[config.mk]
export PLATFORM = sky130hd
export DESIGN_NAME = adc_computation_registers
export DESIGN_NICKNAME = d
export VERILOG_FILES = /design/src/common/adc_comp_pkg.sv /design/src/verilog/adc_computation_registers.sv /design/src/verilog/adc_compute_unit.sv
export SDC_FILE = /design/constraint.sdc
export NUM_CORES = 1
export LEC_CHECK = 0
export ABC_AREA = 1
export BUFFER_PORTS_ARGS = -buffer_cell sky130_fd_sc_hd__buf_2
export CAP_MARGIN = 20
export CORE_ASPECT_RATIO = 1.75
export CORE_MARGIN = 3
export CORE_UTILIZATION = 25
export CTS_CLUSTER_DIAMETER = 60
export CTS_CLUSTER_SIZE = 28
export DETAILED_ROUTE_END_ITERATION = 10
export PLACE_DENSITY = 0.39
export RECOVER_POWER = 50
export REMOVE_ABC_BUFFERS = 1
export SYNTH_ARGS = -nofsm -noshare
export SYNTH_HDL_FRONTEND = slang
export SYNTH_SLANG_ARGS = --single-unit
[constraint.sdc]
create_clock -name clk -period 14.28 [get_ports clk]
set_clock_uncertainty 0.05 [all_clocks]
set_input_delay 0 -clock clk [delete_from_list [all_inputs] [get_ports clk]]
set_output_delay 0 -clock clk [all_outputs]
set_load 0.1 [all_outputs]
[src/common/adc_comp_pkg.sv]
// constants and types for the converter computation register set
package adc_comp_pkg;

	// register indices; byte address on the bus is four times the index
	localparam logic [13:0] IDX_LOWER_LO    = 14'h1D0C;
	localparam logic [13:0] IDX_LOWER_HI    = 14'h1D0D;
	localparam logic [13:0] IDX_UPPER_LO    = 14'h1D0E;
	localparam logic [13:0] IDX_UPPER_HI    = 14'h1D0F;
	localparam logic [13:0] IDX_DEV_LO      = 14'h1D10;
	localparam logic [13:0] IDX_DEV_HI      = 14'h1D11;
	localparam logic [13:0] IDX_SETPT_LO    = 14'h1D12;
	localparam logic [13:0] IDX_SETPT_HI    = 14'h1D13;
	localparam logic [13:0] IDX_FILTER_LO   = 14'h1D14;
	localparam logic [13:0] IDX_FILTER_HI   = 14'h1D15;
	localparam logic [13:0] IDX_SUM_LO      = 14'h1D16;
	localparam logic [13:0] IDX_SUM_HI      = 14'h1D17;
	localparam logic [13:0] IDX_SUM_UP      = 14'h1D18;
	localparam logic [13:0] IDX_TALLY       = 14'h1D19;
	localparam logic [13:0] IDX_TARGET      = 14'h1D1A;
	localparam logic [13:0] IDX_PRIOR_LO    = 14'h1D1B;
	localparam logic [13:0] IDX_PRIOR_HI    = 14'h1D1C;
	localparam logic [13:0] IDX_OUTCOME_LO  = 14'h1D1D;
	localparam logic [13:0] IDX_OUTCOME_HI  = 14'h1D1E;
	localparam logic [13:0] IDX_CONFIG      = 14'h1D40;
	localparam logic [13:0] IDX_CONFIG2     = 14'h1D41;
	localparam logic [13:0] IDX_IRQ_STATUS  = 14'h1D42;
	localparam logic [13:0] IDX_IRQ_MASK    = 14'h1D43;
	localparam logic [13:0] IDX_FLAGS       = 14'h1D44;

	// field positions in the configuration registers
	localparam int CFG_MODE_LSB   = 0;
	localparam int CFG_PRIOR_SOURCE_SELECT_BIT   = 3;
	localparam int CFG_DEVIATION_FORMULA_SELECT_LSB   = 4;
	localparam int CFG2_SHIFT_LSB = 0;
	localparam int CFG2_TMD_LSB   = 3;
	localparam int CFG2_FMT_BIT   = 6;

	// status, mask and flag bits
	localparam int IRQ_THRESH_BIT = 0;
	localparam int IRQ_DONE_BIT   = 1;
	localparam int FLAG_BELOW_BIT = 0;
	localparam int FLAG_ABOVE_BIT = 1;

	// values after reset
	localparam logic [15:0] RST_WORD   = 16'h0000;
	localparam logic [17:0] RST_SUM    = 18'h00000;
	localparam logic [7:0]  RST_BYTE   = 8'h00;
	localparam logic [7:0]  RST_TARGET = 8'h00;
	localparam logic [1:0]  RST_IRQ    = 2'h0;

	// computation modes
	typedef enum logic [2:0] {
		MODE_BASIC   = 3'b000,
		MODE_ACCUM   = 3'b001,
		MODE_AVERAGE = 3'b010,
		MODE_BURST   = 3'b011,
		MODE_LOWPASS = 3'b100
	} mode_t;

	// deviation formulas
	typedef enum logic [2:0] {
		DEVIATION_FORMULA_SELECT_RES_PRIOR    = 3'b000,
		DEVIATION_FORMULA_SELECT_RES_SETPT    = 3'b001,
		DEVIATION_FORMULA_SELECT_FILT_SETPT   = 3'b010,
		DEVIATION_FORMULA_SELECT_FILT_PRIOR   = 3'b011
	} deviation_formula_select_t;

	// limit interrupt conditions
	typedef enum logic [2:0] {
		TMD_NEVER   = 3'b000,
		TMD_BELOW   = 3'b001,
		TMD_ABOVE   = 3'b010,
		TMD_INSIDE  = 3'b011,
		TMD_OUTSIDE = 3'b100,
		TMD_ALWAYS  = 3'b101
	} tmd_t;

endpackage : adc_comp_pkg

[src/verilog/adc_computation_registers.sv]
// computation result registers of the converter with an APB slave port
//
// Function
// - filter modes check limits when tally reaches target
// - eight-bit tally counts triggers before check
// - filter output is sum shifted right
// - lowpass mode shows lowpass output instead
// - prior source one captures filter at start
// - prior source zero captures result at start
// - prior result keeps result justification format
// - sum is 18-bit signed, sign extended
// - sum writes ignored while conversion runs
// - deviation uses selected formula, against setpoint or prior sample
// - deviation compared with limits sets flags
// - limit interrupt raised per selected condition
// - setpoint is signed sixteen bit
// - limits compared as signed sixteen bit
// - multibyte registers accessed byte by byte
// - result register holds sample, software writable
`timescale 1ns/1ps
module adc_computation_registers (
	// clock and reset
	input  wire logic        clk,
	input  wire logic        rst,
	// apb slave
	input  wire logic        psel,
	input  wire logic        penable,
	input  wire logic        pwrite,
	input  wire logic [15:0] paddr,
	input  wire logic [31:0] pwdata,
	input  wire logic [3:0]  pstrb,
	output logic      [31:0] prdata,
	output logic             pready,
	output logic             pslverr,
	// converter side
	input  wire logic        convBusy,
	input  wire logic        convStart,
	input  wire logic        sampleValid,
	input  wire logic [9:0]  sampleData,
	// status outputs
	output logic             belowLimitFlag,
	output logic             aboveLimitFlag,
	output logic             irq
);
	// stored registers
	logic [15:0] lowerLimitValue;     // lower limit
	logic [15:0] upperLimitValue;     // upper limit
	logic [15:0] deviationValue;      // setpoint deviation, read only
	logic [15:0] setpointValue;       // setpoint
	logic [15:0] filterOutputValue;   // filter output, read only
	logic [17:0] sumValue;            // accumulator
	logic [7:0]  triggerTally;        // trigger count
	logic [7:0]  repeatTarget;        // count that triggers the check
	logic [15:0] priorSample;         // prior sample, read only
	logic [15:0] sampleOutcomeValue;  // conversion result
	logic [7:0]  configReg;           // mode, prior source, formula
	logic [7:0]  config2Reg;          // shift, interrupt mode, format
	logic [1:0]  irqStatus;           // sticky events
	logic [1:0]  irqMask;             // event enables

	// next values
	logic [15:0] next_lowerLimitValue;
	logic [15:0] next_upperLimitValue;
	logic [15:0] next_deviationValue;
	logic [15:0] next_setpointValue;
	logic [15:0] next_filterOutputValue;
	logic [17:0] next_sumValue;
	logic [7:0]  next_triggerTally;
	logic [7:0]  next_repeatTarget;
	logic [15:0] next_priorSample;
	logic [15:0] next_sampleOutcomeValue;
	logic [7:0]  next_configReg;
	logic [7:0]  next_config2Reg;
	logic [1:0]  next_irqStatus;
	logic [1:0]  next_irqMask;
	logic        next_belowLimitFlag;
	logic        next_aboveLimitFlag;
	logic        next_irq;
	logic [31:0] next_prdata;
	logic        next_pready;
	logic        next_pslverr;

	// decoded fields
	logic [2:0]  modeSel;             // computation mode
	logic        priorSourceSelect;   // prior sample source
	logic [2:0]  deviationFormula;    // deviation formula
	logic [2:0]  shiftAmount;         // right shift of the sum
	logic [2:0]  limitInterruptMode;  // interrupt condition
	logic        justifyFormat;       // one: right justified

	// bus decode
	logic        access;              // access phase, first cycle
	logic        wrByte;              // write of the low byte lane
	logic [13:0] regIdx;              // register index from address
	logic        aligned;             // address on a word boundary
	logic        mapped;              // index hits a register

	// datapath
	logic [15:0] sampleWord;          // justified sample
	logic [17:0] sumNew;              // sum after the sample
	logic [15:0] filterNew;           // filter after the sample
	logic [7:0]  tallyInc;            // tally after the trigger
	logic        filterMode;          // mode uses the target count
	logic        checkNow;            // limit check this sample
	logic signed [16:0] devWide;      // deviation with guard bit
	logic [15:0] devNew;              // deviation result
	logic        belowNew;            // deviation under lower limit
	logic        aboveNew;            // deviation over upper limit
	logic        threshEvent;         // limit interrupt condition met

	assign modeSel            = configReg[adc_comp_pkg::CFG_MODE_LSB +: 3];
	assign priorSourceSelect  = configReg[adc_comp_pkg::CFG_PRIOR_SOURCE_SELECT_BIT];
	assign deviationFormula   = configReg[adc_comp_pkg::CFG_DEVIATION_FORMULA_SELECT_LSB +: 3];
	assign shiftAmount        = config2Reg[adc_comp_pkg::CFG2_SHIFT_LSB +: 3];
	assign limitInterruptMode = config2Reg[adc_comp_pkg::CFG2_TMD_LSB +: 3];
	assign justifyFormat      = config2Reg[adc_comp_pkg::CFG2_FMT_BIT];

	// one wait state: pready rises in the second access cycle
	assign access  = psel & penable & ~pready;
	assign regIdx  = paddr[15:2];
	assign aligned = (paddr[1:0] == 2'h0);
	assign wrByte  = access & pwrite & pstrb[0] & aligned;

	// sample justified as the format bit asks
	assign sampleWord = justifyFormat ? {6'h00, sampleData} : {sampleData, 6'h00};

	// shared accumulate and filter arithmetic
	adc_compute_unit u_compute (
		.mode        (modeSel),
		.shiftAmount (shiftAmount),
		.sumCur      (sumValue),
		.sampleWord  (sampleWord),
		.sumNew      (sumNew),
		.filterNew   (filterNew)
	);

	// tally, check moment, deviation and limit comparison for a new sample
	always_comb begin
		filterMode = (modeSel == adc_comp_pkg::MODE_AVERAGE) |
			(modeSel == adc_comp_pkg::MODE_BURST) |
			(modeSel == adc_comp_pkg::MODE_LOWPASS);
		// saturate so a long run cannot wrap past the target
		tallyInc = (triggerTally == 8'hFF) ? 8'hFF : 8'(triggerTally + 8'h01);
		// filter modes wait for the target, others check every sample
		checkNow = filterMode ? (tallyInc == repeatTarget) : 1'b1;
		unique case (deviationFormula)
			adc_comp_pkg::DEVIATION_FORMULA_SELECT_RES_SETPT: begin
				devWide = 17'(signed'(sampleWord)) - 17'(signed'(setpointValue));
			end
			adc_comp_pkg::DEVIATION_FORMULA_SELECT_FILT_SETPT: begin
				devWide = 17'(signed'(filterNew)) - 17'(signed'(setpointValue));
			end
			adc_comp_pkg::DEVIATION_FORMULA_SELECT_FILT_PRIOR: begin
				devWide = 17'(signed'(filterNew)) - 17'(signed'(priorSample));
			end
			default: begin
				// undefined codes fall back to result minus prior
				devWide = 17'(signed'(sampleWord)) - 17'(signed'(priorSample));
			end
		endcase
		devNew   = devWide[15:0];
		belowNew = $signed(devNew) < $signed(lowerLimitValue);
		aboveNew = $signed(devNew) > $signed(upperLimitValue);
		unique case (limitInterruptMode)
			adc_comp_pkg::TMD_BELOW:   threshEvent = belowNew;
			adc_comp_pkg::TMD_ABOVE:   threshEvent = aboveNew;
			adc_comp_pkg::TMD_INSIDE:  threshEvent = ~belowNew & ~aboveNew;
			adc_comp_pkg::TMD_OUTSIDE: threshEvent = belowNew | aboveNew;
			adc_comp_pkg::TMD_ALWAYS:  threshEvent = 1'b1;
			default:                   threshEvent = 1'b0; // never
		endcase
	end

	// register file: software writes first, hardware updates override them
	always_comb begin
		next_lowerLimitValue    = lowerLimitValue;
		next_upperLimitValue    = upperLimitValue;
		next_deviationValue     = deviationValue;
		next_setpointValue      = setpointValue;
		next_filterOutputValue  = filterOutputValue;
		next_sumValue           = sumValue;
		next_triggerTally       = triggerTally;
		next_repeatTarget       = repeatTarget;
		next_priorSample        = priorSample;
		next_sampleOutcomeValue = sampleOutcomeValue;
		next_configReg          = configReg;
		next_config2Reg         = config2Reg;
		next_irqStatus          = irqStatus;
		next_irqMask            = irqMask;
		next_belowLimitFlag     = belowLimitFlag;
		next_aboveLimitFlag     = aboveLimitFlag;
		// byte-wide software writes, one byte per index
		if (wrByte) begin
			unique case (regIdx)
				adc_comp_pkg::IDX_LOWER_LO:   next_lowerLimitValue[7:0]  = pwdata[7:0];
				adc_comp_pkg::IDX_LOWER_HI:   next_lowerLimitValue[15:8] = pwdata[7:0];
				adc_comp_pkg::IDX_UPPER_LO:   next_upperLimitValue[7:0]  = pwdata[7:0];
				adc_comp_pkg::IDX_UPPER_HI:   next_upperLimitValue[15:8] = pwdata[7:0];
				adc_comp_pkg::IDX_SETPT_LO:   next_setpointValue[7:0]    = pwdata[7:0];
				adc_comp_pkg::IDX_SETPT_HI:   next_setpointValue[15:8]   = pwdata[7:0];
				adc_comp_pkg::IDX_SUM_LO: begin
					if (!convBusy) next_sumValue[7:0] = pwdata[7:0];
				end
				adc_comp_pkg::IDX_SUM_HI: begin
					if (!convBusy) next_sumValue[15:8] = pwdata[7:0];
				end
				adc_comp_pkg::IDX_SUM_UP: begin
					// only the two live bits are stored; the rest mirror the sign
					if (!convBusy) next_sumValue[17:16] = pwdata[1:0];
				end
				adc_comp_pkg::IDX_TALLY:      next_triggerTally          = pwdata[7:0];
				adc_comp_pkg::IDX_TARGET:     next_repeatTarget          = pwdata[7:0];
				adc_comp_pkg::IDX_OUTCOME_LO: next_sampleOutcomeValue[7:0]  = pwdata[7:0];
				adc_comp_pkg::IDX_OUTCOME_HI: next_sampleOutcomeValue[15:8] = pwdata[7:0];
				adc_comp_pkg::IDX_CONFIG:     next_configReg             = pwdata[7:0];
				adc_comp_pkg::IDX_CONFIG2:    next_config2Reg            = pwdata[7:0];
				adc_comp_pkg::IDX_IRQ_STATUS: next_irqStatus = irqStatus & ~pwdata[1:0];
				adc_comp_pkg::IDX_IRQ_MASK:   next_irqMask               = pwdata[1:0];
				default: begin
					// deviation, filter, prior and flags keep their value
					next_irqMask = next_irqMask;
				end
			endcase
		end
		// start of conversion latches the prior sample
		if (convStart) begin
			if (priorSourceSelect) begin
				next_priorSample = filterOutputValue;
			end else begin
				// result already carries its justification, so copy as is
				next_priorSample = sampleOutcomeValue;
			end
		end
		// a finished sample updates result, sum, filter and the check
		if (sampleValid) begin
			next_sampleOutcomeValue = sampleWord;
			next_filterOutputValue  = filterNew;
			next_sumValue           = sumNew;
			next_irqStatus[adc_comp_pkg::IRQ_DONE_BIT] = 1'b1;
			if (modeSel != adc_comp_pkg::MODE_BASIC) begin
				next_triggerTally = tallyInc;
			end
			if (checkNow) begin
				next_deviationValue = devNew;
				next_belowLimitFlag = belowNew;
				next_aboveLimitFlag = aboveNew;
				if (threshEvent) begin
					// set beats a same-cycle clear
					next_irqStatus[adc_comp_pkg::IRQ_THRESH_BIT] = 1'b1;
				end
				if (filterMode) begin
					next_triggerTally = adc_comp_pkg::RST_BYTE;
				end
				// averages restart; the lowpass sum must keep its history
				if ((modeSel == adc_comp_pkg::MODE_AVERAGE) |
					(modeSel == adc_comp_pkg::MODE_BURST)) begin
					next_sumValue = adc_comp_pkg::RST_SUM;
				end
			end
		end
		// interrupt level from the updated state
		next_irq = |(next_irqStatus & next_irqMask);
	end

	// read mux and bus answer
	always_comb begin
		next_prdata  = 32'h00000000;
		next_pready  = access;
		next_pslverr = 1'b0;
		mapped       = 1'b1;
		unique case (regIdx)
			adc_comp_pkg::IDX_LOWER_LO:   next_prdata[7:0] = lowerLimitValue[7:0];
			adc_comp_pkg::IDX_LOWER_HI:   next_prdata[7:0] = lowerLimitValue[15:8];
			adc_comp_pkg::IDX_UPPER_LO:   next_prdata[7:0] = upperLimitValue[7:0];
			adc_comp_pkg::IDX_UPPER_HI:   next_prdata[7:0] = upperLimitValue[15:8];
			adc_comp_pkg::IDX_DEV_LO:     next_prdata[7:0] = deviationValue[7:0];
			adc_comp_pkg::IDX_DEV_HI:     next_prdata[7:0] = deviationValue[15:8];
			adc_comp_pkg::IDX_SETPT_LO:   next_prdata[7:0] = setpointValue[7:0];
			adc_comp_pkg::IDX_SETPT_HI:   next_prdata[7:0] = setpointValue[15:8];
			adc_comp_pkg::IDX_FILTER_LO:  next_prdata[7:0] = filterOutputValue[7:0];
			adc_comp_pkg::IDX_FILTER_HI:  next_prdata[7:0] = filterOutputValue[15:8];
			adc_comp_pkg::IDX_SUM_LO:     next_prdata[7:0] = sumValue[7:0];
			adc_comp_pkg::IDX_SUM_HI:     next_prdata[7:0] = sumValue[15:8];
			adc_comp_pkg::IDX_SUM_UP:     next_prdata[7:0] = {{6{sumValue[17]}}, sumValue[17:16]};
			adc_comp_pkg::IDX_TALLY:      next_prdata[7:0] = triggerTally;
			adc_comp_pkg::IDX_TARGET:     next_prdata[7:0] = repeatTarget;
			adc_comp_pkg::IDX_PRIOR_LO:   next_prdata[7:0] = priorSample[7:0];
			adc_comp_pkg::IDX_PRIOR_HI:   next_prdata[7:0] = priorSample[15:8];
			adc_comp_pkg::IDX_OUTCOME_LO: next_prdata[7:0] = sampleOutcomeValue[7:0];
			adc_comp_pkg::IDX_OUTCOME_HI: next_prdata[7:0] = sampleOutcomeValue[15:8];
			adc_comp_pkg::IDX_CONFIG:     next_prdata[7:0] = configReg;
			adc_comp_pkg::IDX_CONFIG2:    next_prdata[7:0] = config2Reg;
			adc_comp_pkg::IDX_IRQ_STATUS: next_prdata[1:0] = irqStatus;
			adc_comp_pkg::IDX_IRQ_MASK:   next_prdata[1:0] = irqMask;
			adc_comp_pkg::IDX_FLAGS:      next_prdata[1:0] = {aboveLimitFlag, belowLimitFlag};
			default:                      mapped = 1'b0;
		endcase
		// unmapped or misaligned: error, read data zero, nothing written
		if (!(mapped & aligned)) begin
			next_prdata  = 32'h00000000;
			next_pslverr = access;
		end
		if (!access | pwrite) begin
			next_prdata = 32'h00000000;
		end
	end

	// register every state and output
	always_ff @(posedge clk) begin
		if (rst) begin
			lowerLimitValue    <= adc_comp_pkg::RST_WORD;
			upperLimitValue    <= adc_comp_pkg::RST_WORD;
			deviationValue     <= adc_comp_pkg::RST_WORD;
			setpointValue      <= adc_comp_pkg::RST_WORD;
			filterOutputValue  <= adc_comp_pkg::RST_WORD;
			sumValue           <= adc_comp_pkg::RST_SUM;
			triggerTally       <= adc_comp_pkg::RST_BYTE;
			repeatTarget       <= adc_comp_pkg::RST_TARGET;
			priorSample        <= adc_comp_pkg::RST_WORD;
			sampleOutcomeValue <= adc_comp_pkg::RST_WORD;
			configReg          <= adc_comp_pkg::RST_BYTE;
			config2Reg         <= adc_comp_pkg::RST_BYTE;
			irqStatus          <= adc_comp_pkg::RST_IRQ;
			irqMask            <= adc_comp_pkg::RST_IRQ;
			belowLimitFlag     <= 1'b0;
			aboveLimitFlag     <= 1'b0;
			irq                <= 1'b0;
			prdata             <= 32'h00000000;
			pready             <= 1'b0;
			pslverr            <= 1'b0;
		end else begin
			lowerLimitValue    <= next_lowerLimitValue;
			upperLimitValue    <= next_upperLimitValue;
			deviationValue     <= next_deviationValue;
			setpointValue      <= next_setpointValue;
			filterOutputValue  <= next_filterOutputValue;
			sumValue           <= next_sumValue;
			triggerTally       <= next_triggerTally;
			repeatTarget       <= next_repeatTarget;
			priorSample        <= next_priorSample;
			sampleOutcomeValue <= next_sampleOutcomeValue;
			configReg          <= next_configReg;
			config2Reg         <= next_config2Reg;
			irqStatus          <= next_irqStatus;
			irqMask            <= next_irqMask;
			belowLimitFlag     <= next_belowLimitFlag;
			aboveLimitFlag     <= next_aboveLimitFlag;
			irq                <= next_irq;
			prdata             <= next_prdata;
			pready             <= next_pready;
			pslverr            <= next_pslverr;
		end
	end

endmodule : adc_computation_registers

[src/verilog/adc_compute_unit.sv]
// accumulator and filter arithmetic for one new sample
`timescale 1ns/1ps
module adc_compute_unit (
	// operating selection
	input  wire logic [2:0]  mode,
	input  wire logic [2:0]  shiftAmount,
	// operands
	input  wire logic [17:0] sumCur,
	input  wire logic [15:0] sampleWord,
	// results
	output logic      [17:0] sumNew,
	output logic      [15:0] filterNew
);
	logic signed [18:0] sumWide;   // one guard bit for the add
	logic signed [17:0] sumShift;  // current sum shifted for the decay term
	logic signed [17:0] newShift;  // new sum shifted for the filter value

	// sum update and filter value; the sum wraps at 18 bits by design
	always_comb begin
		sumShift = $signed(sumCur) >>> shiftAmount;
		sumWide  = 19'(signed'(sumCur)) + 19'(signed'(sampleWord));
		unique case (mode)
			adc_comp_pkg::MODE_LOWPASS: begin
				// decay by the shifted sum, then add the sample
				sumWide = sumWide - 19'(sumShift);
			end
			adc_comp_pkg::MODE_ACCUM,
			adc_comp_pkg::MODE_AVERAGE,
			adc_comp_pkg::MODE_BURST: begin
				sumWide = sumWide;
			end
			default: begin
				// basic mode leaves the sum alone
				sumWide = 19'(signed'(sumCur));
			end
		endcase
		sumNew    = sumWide[17:0];
		newShift  = $signed(sumNew) >>> shiftAmount;
		filterNew = newShift[15:0];
	end

endmodule : adc_compute_unit

==> metrics.yaml <==
status: "complete, but fails checks"
violations: "capacitance limit, slew limit"
period_minus_slack_ns: 10.01
syn_to_final_growth_pct: 12.0
ys_ff_latch: 179
synth_fa_ha_area_share_pct: 7.92
critical_path_class: "flip-flop to flip-flop"
drt_iter0_markers: 921
start_util_pct: 25.3
vdd_drop_max_uv: 88.6
wl_per_cell_um: 23.3
cts.path.max_buffers: 2
syn_area_per_cell_um2: 6.32
startpoint_type: "flip-flop"
ys_types: 66
row_count: 116
final_util_pct: 28.4
postCtsHoldBufs: 14
ys_warn_count: 0
power_density_nw_per_um2: 88.9
synth_mux_area_share_pct: 0.344
p_comb_share_pct: 28.2
drt-pass1-iter-count: 5
p_leak_nw: 7.09
die_y_um: 325
hold_violations: 0
drive_gt1_share_pct: 6.72
cpMostUsedCell: "nand2_1"
route.detailed.drc: 0
cp-end-kind: "flip-flop"
fin_crit_sh_pct: 70.1
synth_compound_area_share_pct: 28.3
synth_edf_count: 0
p_int_mw: 0.910
grt_pass1_wl_um: 104000
synth-seq-area-share_pct: 24.6
place.port_buffers: 55
place_congestion: 0.919
async_flop_share_pct: 0
cts.sinks: 179
vias: 15900
arrival_ns: 10.32
fin_area_um2: 16300
boundaryPins: 107
insertedDiodeCount: 0
slew_headroom_pct: -136
cts_tree: "built"
routed_wl_um: 72600
worstMarginPinSlew_ns: 3.54
vias_per_cell: 5.11
grt_max_degree: 85
synth_cells: 2302
cp_slowest_stage_delay_ns: 0.73
setup_viol: 0
ant_nets: 0
worstPathMaxFanout: 24
fmax_ghz: 0.0999
cp.required_ns: 14.59
hpwl_um: 59700
layout_commonest_cell: "nand2_1"
clk_latency_ns: 0.47
whs_ns: 0.0286
synthSimpleGateAreaFrac_pct: 24.2
rsz0062_at_grt: "false"
cts_setup_buffers: 0
maxCapViolations: 2
cts_buffers: 17
hold_path.class: "input port to flip-flop"
antenna_found_initial: 1
pwr-share-seq_pct: 36.5
clkSlewWorstSetupHoldPaths_ns: 0.08
grt-ovfl-total: 0
cts_max_level: 4
synth_top_family_by_area: "compound AO/OA/AOI/OAI gates"
slowest_stage: "o21ai_0"
first_global_vias: 15700
synth_area_um2: 14600
die-area_um2: 61300
fp.coreArea_um2: 57500
swShare_pct: 37.2
slew_violations: 127
synthXorXnorAreaFrac_pct: 1.96
die_x_um: 188
placed_area_um2: 15600
final_nets: 2500
pwr-share-clk_pct: 35.2
post_cts_resized: 0
p_sw_mw: 0.540
clockRootBuffer: "clkbuf_16"
grt_usage_pct: 23.3
most-common-layout-cells: "440 x nand2_1, 328 x inv_1, 269 x o21ai_0, 228 x a21oi_1, 178 x dfxtp_1"
synth_ff_type: "dfxtp_1"
tns_ns: 0
synthesized netlist by cell type, drive strengths merged (2+ instances only):
library cell  instances  area share (%)
a211oi                6            0.31
xnor2                 4            0.24
ha                   89             7.6
nand4                12            0.52
nand3               132             4.7
fa                    2            0.28
a22oi                 4            0.24
o31ai                10            0.55
o221ai                4            0.28
a221oi               15            0.90
o21bai                8            0.41
buf                  48             2.2
o21a                  6            0.31
nor2                154             4.1
o311ai                2            0.12
a21o                 11            0.57
nand3b                4            0.21
a21oi               228             7.8
nor4                 17            0.73
a32oi                11            0.66
mux2i                 5            0.34
clkinv               14            0.36
a21boi                2            0.10
nor3b                 2            0.10
inv                 334             8.6
clkbuf               59             1.5
nor3                 20            0.76
and2                  4            0.17
a31oi                27             1.2
o22ai                44             1.9
o2111ai               2            0.12
or2                  12            0.52
dfxtp               179              25
o21ai               292              10
nand2               458              12
o211ai               44             2.3
xor2                 26             1.7
a2111oi               2            0.12
area by class of cell:
cell class,count,area [µm²]
tap,767,960
fill,6596,41200
sequential,179,3580
clock inverter,12,144
timing repair buffer,102,627
clock buffer,20,467
multi-input combinational,1691,9220
inverter,348,1310
critical path: cells and delay by family (launching register included):
family,cells,cell delay [ns]
AO/OA/AOI/OAI,9,2.74
XOR/XNOR,2,0.39
adder cells (fa/ha/maj),4,1.55
buffers and inverters,3,0.59
flip-flops,1,0.31
AND/OR/NAND/NOR,26,4.21
metrics by stage:
stage               power [mW]  cells  setup slack, ns
floorplan                0.805   2218             6.41
global placement         0.943   3072             4.17
detailed placement       0.947   3072             4.20
CTS                       1.46   3118             4.17
global route              1.52   3119             3.61
finish                    1.45   3119             4.27
power by group through the flow:
stage	sequential, mW	combinational, mW	clock, mW
final	0.530	0.409	0.511
after global routing	0.531	0.454	0.537
after CTS	0.530	0.410	0.523
after detailed placement	0.541	0.405	0
after global placement	0.541	0.402	0
after floorplan	0.541	0.264	0
flip-flops by register name (all words and copies together), names as in the netlist:
register and count:
belowLimitFlag 1, aboveLimitFlag 1, lowerLimitValue 16, repeatTarget 8
pslverr 1, prdata 8, triggerTally 8, priorSample 16
upperLimitValue 16, setpointValue 16, deviationValue 16, irqMask 2
irq 1, configReg 8, pready 1, sumValue 18
filterOutputValue 16, config2Reg 8, irqStatus 2, sampleOutcomeValue 16
cells by family (layout without fill, tap and decap cells):
kind of cell / Yosys count / count (layout)
and+or+nand+nor: 819 / 819
AOI/OAI and AO/OA: 722 / 722
buffers and inverters: 455 / 482
DFF: 179 / 179
adders and majority gates: 91 / 91
xor gates and xnor gates: 30 / 30
muxes: 5 / 5
other: 1 / 24
path summary, 6_finish.rpt:
kind / start / to / slack [ns] / cells past startpoint
hold reg to reg: sampleOutcomeValue[10] / sampleOutcomeValue[10] / 0.44 / 2
hold / removal: sampleData[0] / sampleOutcomeValue[0] / 0.03 / 5
setup / recovery: config2Reg[6] / irq / 4.27 / 44
setup reg to reg: config2Reg[6] / irq / 4.27 / 44
layer usage:
layer | up-vias | global-route usage [%] | wire length (µm)
li1 | 7828 | - | -
met1 | 7537 | 22.4 | 25300
met2 | 435 | 46.1 | 39600
met3 | 135 | 2.05 | 2020
met4 | 0 | 15.7 | 5650
met5 | - | 0 | 0
(Power assumes the default switching activity.)
